File: config.mk
export PLATFORM = sky130hd
export DESIGN_NAME = sld_driver
export DESIGN_NICKNAME = d
export VERILOG_FILES = /design/src/pkg/sld_pkg.sv /design/src/pkg/sld_stream_if.sv /design/src/logic/sld_driver.sv /design/src/logic/sld_fifo.sv
export SDC_FILE = /design/constraint.sdc
export NUM_CORES = 1
export LEC_CHECK = 0
export BUFFER_PORTS_ARGS = -buffer_cell sky130_fd_sc_hd__buf_2
export CAP_MARGIN = 5
export CELL_PAD_IN_SITES_DETAIL_PLACEMENT = 2
export CELL_PAD_IN_SITES_GLOBAL_PLACEMENT = 2
export CORE_MARGIN = 3
export CORE_UTILIZATION = 36
export DETAILED_ROUTE_END_ITERATION = 6
export GPL_TIMING_DRIVEN = 0
export PLACE_DENSITY = 0.75
export SLEW_MARGIN = 5
export SYNTH_ARGS = -nofsm -noshare
export SYNTH_HDL_FRONTEND = slang
export SYNTH_HIERARCHICAL = 1
export SYNTH_SLANG_ARGS = --single-unit
File: constraint.sdc
create_clock -name clk -period 2.5 [get_ports clk]
set_clock_uncertainty 0.05 [all_clocks]
set_input_delay 0.125 -clock clk [delete_from_list [all_inputs] [get_ports clk]]
set_output_delay 0.125 -clock clk [all_outputs]
set_load 0.05 [all_outputs]
File: src/pkg/sld_pkg.sv
// Constants shared by the serial latched driver and its FIFO
package sld_pkg;
  localparam int unsigned STAGES        = 8;
  localparam int unsigned FIFO_DEPTH    = 16;
  localparam int unsigned FIFO_WIDTH    = 1;
  localparam int unsigned CLK_PERIOD_NS = 100;
  localparam int unsigned LOAD_GAP_NS   = 300;
  // Least time rounds up to whole cycles, never below one
  localparam int unsigned LOAD_GAP_RAW  = (LOAD_GAP_NS + CLK_PERIOD_NS - 1) / CLK_PERIOD_NS;
  localparam int unsigned LOAD_GAP_CYC  = (LOAD_GAP_RAW < 1) ? 1 : LOAD_GAP_RAW;
  localparam logic [3:0]  GAP_CNT_RESET = 4'h0;
  localparam logic [1:0]  SYNC_RESET    = 2'h0;
endpackage

File: src/pkg/sld_stream_if.sv
// Valid/ready stream carrier between driver and FIFO
`timescale 1ns/100ps
interface sld_stream_if #(parameter int unsigned WIDTH = 1);
  logic             valid;
  logic             ready;
  logic [WIDTH-1:0] data;
  modport src (output valid, output data, input ready);
  modport snk (input valid, input data, output ready);
endinterface

File: src/logic/sld_driver.sv
// Eight-stage serial-in shift register with load latches and gated sink outputs
`timescale 1ns/100ps
module sld_driver import sld_pkg::*; #(
  parameter int unsigned N_STAGES = STAGES,
  parameter int unsigned F_DEPTH  = FIFO_DEPTH
) (
  // Clock and reset
  input  wire logic                clk,
  input  wire logic                rst_n,
  // Link pins from the controller
  input  wire logic                shift_clk,
  input  wire logic                serial_in,
  input  wire logic                load,
  input  wire logic                out_disable,
  // Local control
  input  wire logic                shift_hold,
  // Link status
  output logic                     in_ready,
  output logic                     bit_lost,
  output logic                     load_gap_err,
  // Cascade and sink outputs
  output logic                     serial_out,
  output logic [N_STAGES-1:0]      out_on
);

  initial begin
    if (N_STAGES != STAGES)
      $error("sld_driver: stage count is fixed at eight");
    if (F_DEPTH < 2)
      $error("sld_driver: FIFO depth too small");
  end

  // Pin synchronisers: index 0 clock, 1 data, 2 load, 3 disable
  logic [3:0] sync1_reg;
  logic [3:0] sync1_next;
  logic [3:0] sync2_reg;
  logic [3:0] sync2_next;
  logic       clk_prev_reg;
  logic       clk_prev_next;
  logic       load_prev_reg;
  logic       load_prev_next;

  logic clk_s;
  logic data_s;
  logic load_s;
  logic dis_s;
  logic clk_rise;
  logic load_rise;

  always_comb begin
    sync1_next     = {out_disable, load, serial_in, shift_clk};
    sync2_next     = sync1_reg;
    clk_prev_next  = sync2_reg[0];
    load_prev_next = sync2_reg[2];
  end

  always_ff @(posedge clk) begin
    if (!rst_n) begin
      sync1_reg     <= {SYNC_RESET, SYNC_RESET};
      sync2_reg     <= {SYNC_RESET, SYNC_RESET};
      clk_prev_reg  <= 1'b0;
      load_prev_reg <= 1'b0;
    end else begin
      sync1_reg     <= sync1_next;
      sync2_reg     <= sync2_next;
      clk_prev_reg  <= clk_prev_next;
      load_prev_reg <= load_prev_next;
    end
  end

  assign clk_s     = sync2_reg[0];
  assign data_s    = sync2_reg[1];
  assign load_s    = sync2_reg[2];
  assign dis_s     = sync2_reg[3];
  // Data and clock share the same synchroniser depth, so data set up
  // before the clock edge is still ahead of it here
  assign clk_rise  = clk_s & ~clk_prev_reg;
  assign load_rise = load_s & ~load_prev_reg;

  // Captured bits queue here so a local hold drops no link edges until F_DEPTH bits are waiting
  sld_stream_if #(.WIDTH(1)) cap_if ();
  sld_stream_if #(.WIDTH(1)) sh_if ();

  assign cap_if.valid = clk_rise;
  assign cap_if.data  = data_s;
  assign sh_if.ready  = ~shift_hold;
  assign in_ready     = cap_if.ready;

  sld_fifo #(
    .WIDTH (1),
    .DEPTH (F_DEPTH)
  ) u_fifo (
    .clk   (clk),
    .rst_n (rst_n),
    .fill  (cap_if),
    .drain (sh_if)
  );

  logic shift_en;
  assign shift_en = sh_if.valid & sh_if.ready;

  // Shift register and latches carry no reset; known masks track which
  // stages hold shifted-in data so outputs never show unknown values
  logic [N_STAGES-1:0] shreg_reg;
  logic [N_STAGES-1:0] shreg_next;
  logic [N_STAGES-1:0] sh_known_reg;
  logic [N_STAGES-1:0] sh_known_next;
  logic [N_STAGES-1:0] latch_reg;
  logic [N_STAGES-1:0] latch_next;
  logic [N_STAGES-1:0] lat_known_reg;
  logic [N_STAGES-1:0] lat_known_next;
  logic                latch_open;

  // Latches only open once every queued bit has reached the register
  assign latch_open = load_s & ~sh_if.valid;

  always_comb begin
    shreg_next     = shreg_reg;
    sh_known_next  = sh_known_reg;
    latch_next     = latch_reg;
    lat_known_next = lat_known_reg;
    if (shift_en) begin
      shreg_next    = {shreg_reg[N_STAGES-2:0], sh_if.data};
      sh_known_next = {sh_known_reg[N_STAGES-2:0], 1'b1};
    end
    if (latch_open) begin
      latch_next     = shreg_reg;
      lat_known_next = sh_known_reg;
    end
    // Disable is not looked at here, so it cannot disturb stored data
  end

  always_ff @(posedge clk) begin
    shreg_reg <= shreg_next;
    latch_reg <= latch_next;
    if (!rst_n) begin
      sh_known_reg  <= '0;
      lat_known_reg <= '0;
    end else begin
      sh_known_reg  <= sh_known_next;
      lat_known_reg <= lat_known_next;
    end
  end

  // Spacing between shift edge and load; the gap is the controller's
  // duty, flagged here so a fast controller can be caught
  logic [3:0] gap_cnt_reg;
  logic [3:0] gap_cnt_next;
  logic       gap_err_reg;
  logic       gap_err_next;
  logic       lost_reg;
  logic       lost_next;
  localparam logic [3:0] GAP_FULL = 4'(LOAD_GAP_CYC);

  always_comb begin
    gap_cnt_next = gap_cnt_reg;
    gap_err_next = gap_err_reg;
    lost_next    = lost_reg;
    if (clk_rise) begin
      gap_cnt_next = GAP_CNT_RESET;
    end else if (gap_cnt_reg < GAP_FULL) begin
      gap_cnt_next = gap_cnt_reg + 4'h1;
    end
    // Count reads one less than the cycles since the edge; exactly the gap is legal
    if (load_rise && (clk_rise || (gap_cnt_reg + 4'h1) < GAP_FULL)) begin
      gap_err_next = 1'b1;
    end
    if (clk_rise && !cap_if.ready) begin
      lost_next = 1'b1;
    end
  end

  always_ff @(posedge clk) begin
    if (!rst_n) begin
      gap_cnt_reg <= GAP_FULL;
      gap_err_reg <= 1'b0;
      lost_reg    <= 1'b0;
    end else begin
      gap_cnt_reg <= gap_cnt_next;
      gap_err_reg <= gap_err_next;
      lost_reg    <= lost_next;
    end
  end

  assign load_gap_err = gap_err_reg;
  assign bit_lost     = lost_reg;

  // Output stage, registered
  logic [N_STAGES-1:0] out_on_reg;
  logic [N_STAGES-1:0] out_on_next;
  logic                ser_out_reg;
  logic                ser_out_next;

  always_comb begin
    ser_out_next = shreg_next[N_STAGES-1] & sh_known_next[N_STAGES-1];
    if (dis_s) begin
      out_on_next = '0;
    end else begin
      out_on_next = latch_reg & lat_known_reg;
    end
  end

  always_ff @(posedge clk) begin
    if (!rst_n) begin
      out_on_reg  <= '0;
      ser_out_reg <= 1'b0;
    end else begin
      out_on_reg  <= out_on_next;
      ser_out_reg <= ser_out_next;
    end
  end

  assign out_on     = out_on_reg;
  assign serial_out = ser_out_reg;

endmodule // sld_driver

File: src/logic/sld_fifo.sv
// Synchronous FIFO with valid/ready on both sides
`timescale 1ns/100ps
module sld_fifo import sld_pkg::*; #(
  parameter int unsigned WIDTH = FIFO_WIDTH,
  parameter int unsigned DEPTH = FIFO_DEPTH
) (
  // Clock and reset
  input  wire logic clk,
  input  wire logic rst_n,
  // Streams
  sld_stream_if.snk fill,
  sld_stream_if.src drain
);
  localparam int unsigned AW = $clog2(DEPTH);

  initial begin
    if (DEPTH < 2 || (DEPTH & (DEPTH - 1)) != 0 || WIDTH < 1)
      $error("sld_fifo: DEPTH must be a power of two >= 2");
  end

  logic [WIDTH-1:0] mem_reg [DEPTH];
  logic [WIDTH-1:0] mem_next [DEPTH];
  logic [AW:0]      wr_ptr_reg;
  logic [AW:0]      wr_ptr_next;
  logic [AW:0]      rd_ptr_reg;
  logic [AW:0]      rd_ptr_next;
  logic [WIDTH-1:0] rd_data_reg;
  logic [WIDTH-1:0] rd_data_next;
  logic             full;
  logic             empty;
  logic             push;
  logic             pop;

  assign full        = (wr_ptr_reg[AW] != rd_ptr_reg[AW]) &&
                       (wr_ptr_reg[AW-1:0] == rd_ptr_reg[AW-1:0]);
  assign empty       = (wr_ptr_reg == rd_ptr_reg);
  assign fill.ready  = ~full;
  assign drain.valid = ~empty;
  assign drain.data  = rd_data_reg;
  assign push        = fill.valid & ~full;
  assign pop         = drain.ready & ~empty;

  always_comb begin
    mem_next    = mem_reg;
    wr_ptr_next = wr_ptr_reg;
    rd_ptr_next = rd_ptr_reg;
    if (push) begin
      mem_next[wr_ptr_reg[AW-1:0]] = fill.data;
      wr_ptr_next = wr_ptr_reg + 1'b1;
    end
    if (pop) begin
      rd_ptr_next = rd_ptr_reg + 1'b1;
    end
    // Head word is registered; a push into an empty FIFO shows next cycle
    rd_data_next = mem_next[rd_ptr_next[AW-1:0]];
  end

  always_ff @(posedge clk) begin
    mem_reg     <= mem_next;
    rd_data_reg <= rd_data_next;
    if (!rst_n) begin
      wr_ptr_reg <= '0;
      rd_ptr_reg <= '0;
    end else begin
      wr_ptr_reg <= wr_ptr_next;
      rd_ptr_reg <= rd_ptr_next;
    end
  end
endmodule // sld_fifo

==> results <==
- The DRC violation count after routing is 0.
- The worst hold path belongs to the class input pin to flop.
- The fraction of the mapped netlist area in adder cells is 0.02440.
- The completed layout was analyzed and its total power is 3340 µW.
- Entering global routing, the biggest net connects 18 pins.
- Across the run, the number of max-cap violations was 0.
- The final count of hold timing violations is 0.
- The area fraction in compound gates after synthesis was 0.1900.
- The standby leakage power is 0.001775 µW.
- The sequential area share after synthesis is 0.5103.
- The detailed placement HPWL is 6197 µm.
- The effective utilization at floorplan is 0.3795.
- During placement, the flow inserted port buffers numbering 18.
- Dividing the detail-routed via count by the number of cells gives 5.236.
- The H-tree level count is 3.
- The TritonCTS clock tree is yes.
- Setup repair after global routing could not meet its margin everywhere.
- The total clock buffers created by CTS is 9.
- Synthesis inferred 84 register bits.
- The element type at the critical path start is a flop.
- The arrival time of the worst setup path is 2.82 ns.
- The run finished, with violations left.
- The repair_antennas step left the layout with diodes totalling 0.
- The combinational family with the most area after synthesis is compound AO/OA/AOI/OAI gates.
- Measured against its own limit, the worst slew margin works out to 0.6227.
- Across all setup checks in the final design, the least slack found is -0.1099 ns.
- The vias after detailed routing is 2770.
- The placer's final routability congestion estimate is 0.7341.
- The async set-reset flop share out of synthesis is 0.
- The area growth from synthesis to final layout is 23.70%.
- The commonest register cell after synthesis is dfxtp_1.
- The first-pass iteration count of the detailed router is 4.
- In the finished design, the share of the clock period the worst path needs comes to 1.044.
- Of the total power, the share spent switching nets is 0.3120.
- The mean instance size in the synthesized netlist is 10.53 µm².
- The total detailed-routing wirelength is 10040 µm.
- CTS saw 84 sinks.
- In the global route stage, overall resource usage came out at 0.1892.
- Leaving out fill and tap cells, the most frequent cells in the layout are dfxtp_1 (59), nand2_1 (47), buf_4 (23).
- Across the VDD grid, the largest voltage drop is 0.0003575 V.
- The fraction of power consumed by sequential logic is 0.463.
- The clock network power share is 0.296.
- The setup-violating endpoint count in the final report is 1.
- The number of antenna violations at the first check in global routing is 0.
- The library cell used most frequently in the layout, excluding fill and tap cells, is dfxtp_1.
- The multiplexer share of the synthesized area is 0.02788.
- Counting every instance in the synthesized netlist gives 341.
- The total congestion overflow after global routing is 0.
- The net count after synthesis is 355.
- In this run the cell area of the synthesized design comes to 3590 µm².
- In this run the horizontal extent of the chip is 105.9 µm.
- The power density over the cells is 752.2 nW/µm².
- The final layout net count is 409.
- On the final layout, the worst hold slack is 0.1016 ns.
- The vertical extent of the die is 105.9 µm.
- The global-route wire length before repair is 16670 µm.
- The xor-xnor portion of the synthesized cell area is 0.04113.
- Of the total synthesized cell area, the portion taken by AND, OR, NAND and NOR gates is 0.1795.
- The fraction of layout cells with a size suffix above 1 is 0.2850.
- The switching power is 1042 µW.
- The detailed router finished its first iteration with 82 violations.
- The final max-slew violation count is 0.
- The number of flops mapped to enable cells by yosys is 15.
- The kind of critical path is flop to flop.
- Row generation in the floorplan step produced 35 rows.
- For this design the top-level I/O count stands at 19.
- Derived from the worst setup path, the maximum achievable clock frequency is 383.2 MHz.
- The clock passes through at most 2 buffers.
- The number of global-route vias before repair is 3169.
- The top fanout value on the critical path is 7.
- The total die area is 11210 µm².
- The final critical path time including I/O delays and setup is 2.610 ns.
- At the later pin of the worst-skew pair, clock insertion delay measures 0.36 ns.
- The number of distinct library cells after synthesis is 74.
- Measured on the finished design, the core utilization comes to 0.4694.
- The root buffer cell chosen for the clock tree is clkbuf_8.
- The count of warnings emitted by yosys is 6.
- STA puts the critical path data required time at 2.71 ns.
- The core region is 9459 µm².
- The post-route antenna net violation count is 0.
- The register with the most flip-flops in the layout has 16 of them.
- In the final routed layout, each cell accounts on average for 18.98 µm.
- The actual transition at the worst max-transition pin is 0.5640 ns.
- STA classifies the critical path endpoint as a flop.
- Of the total power, combinational logic draws 0.240.
- The cell internal power dissipation is 2298 µW.
- The clock-pin transition on the worst setup and hold timing paths is 0.09 ns.
- The final reports fail on negative setup slack.
## worst max-delay path: stages (launching register included)
cell      delay (ns)
dfxtp_4         0.38
xor2_4          0.20
buf_6           0.13
o41ai_4         0.57
buf_4           0.22
o21a_1          0.13
a221o_1         0.13
a21oi_2         0.06
o311a_1         0.38
a311oi_2        0.27
## cell usage after synthesis (all sizes together) (7+ instances only)
cell | count | area share
o21a | 7 | 0.015
dfxtp | 69 | 0.38
o21ai | 9 | 0.013
clkbuf | 8 | 0.0084
nor2 | 13 | 0.014
o31ai | 7 | 0.015
xor2 | 7 | 0.024
a21boi | 18 | 0.039
and3 | 11 | 0.020
a21oi | 8 | 0.012
ha | 7 | 0.024
nand2 | 49 | 0.052
edfxtp | 15 | 0.13
inv | 12 | 0.013
and2 | 21 | 0.038
## per-layer routing
metal / wire length (µm) / GRT usage / part of all wire / vias up
met5: 0 / 0 / 0 / -
met1: 4308 / 0.2191 / 0.43 / 1391
met2: 5328 / 0.3534 / 0.53 / 44
li1: - / - / - / 1325
met3: 286 / 0.04103 / 0.028 / 10
met4: 114 / 0.04348 / 0.011 / 0
## logic make-up (layout without fill, tap and decap cells)
logic type / after synthesis / after routing
xor+xnor: 13 / 13
fa+ha+maj: 7 / 7
mux: 9 / 9
simple gates: 121 / 121
compound gates: 83 / 84
flops: 84 / 84
buf+inv: 24 / 82
## repair_timing
| action | CTS | global route |
|---|---|---|
| resized for setup | 38 | 5 |
| buffers inserted | 20 | 4 |
| endpoints found under the setup margin | 17 | 17 |
| pin swaps | 15 | 7 |
| endpoints found under the hold margin | 4 | 0 |
| hold buffers | 4 | 0 |
| cloned | 1 | 0 |
## final timing paths
check	from	to	slack, ns	depth (start not counted)
setup reg to reg	u_fifo/rd_ptr_reg[0]$_SDFF_PN0_	u_fifo/drain.data$_DFF_P_	-0.11	9
hold / removal	rst_n	u_fifo/rd_ptr_reg[4]$_SDFFE_PN0N_	0.10	2
hold reg to reg	u_fifo/drain.data$_DFF_P_	shreg_reg[0]$_DFFE_PP_	0.36	0
setup / recovery	u_fifo/rd_ptr_reg[0]$_SDFF_PN0_	u_fifo/drain.data$_DFF_P_	-0.11	9
## per-stage QoR
step | setup WS (ns) | area, µm² | instances | setup TNS [ns]
after floorplan | 0.06051 | 3590 | 341 | 0
after global placement | -0.3050 | 3841 | 488 | -0.3050
after detailed placement | -0.4312 | 3841 | 488 | -0.8099
after CTS | -0.04591 | 4412 | 527 | -0.04591
after global routing | -0.2185 | 4441 | 529 | -0.2185
final | -0.1099 | 4441 | 529 | -0.1099
## power groups by stage
stage / Combinational, µW / Clock [µW] / Sequential, µW
finish: 803 / 989 / 1550
CTS: 784 / 1030 / 1540
global route: 879 / 1090 / 1560
detailed placement: 582 / 0 / 1570
floorplan: 438 / 0 / 1550
global placement: 561 / 0 / 1560
## final cells by class
class,count,area (µm²)
Buffer,7,38.79
Clock buffer,10,127.6
Clock inverter,6,71.32
Fill cell,1003,5019
Inverter,13,52.55
Multi-Input combinational cell,234,1823
Sequential cell,84,1852
Tap cell,129,161.4
Timing Repair Buffer,46,314.1
No activity file was read; power rests on OpenSTA's default activity.
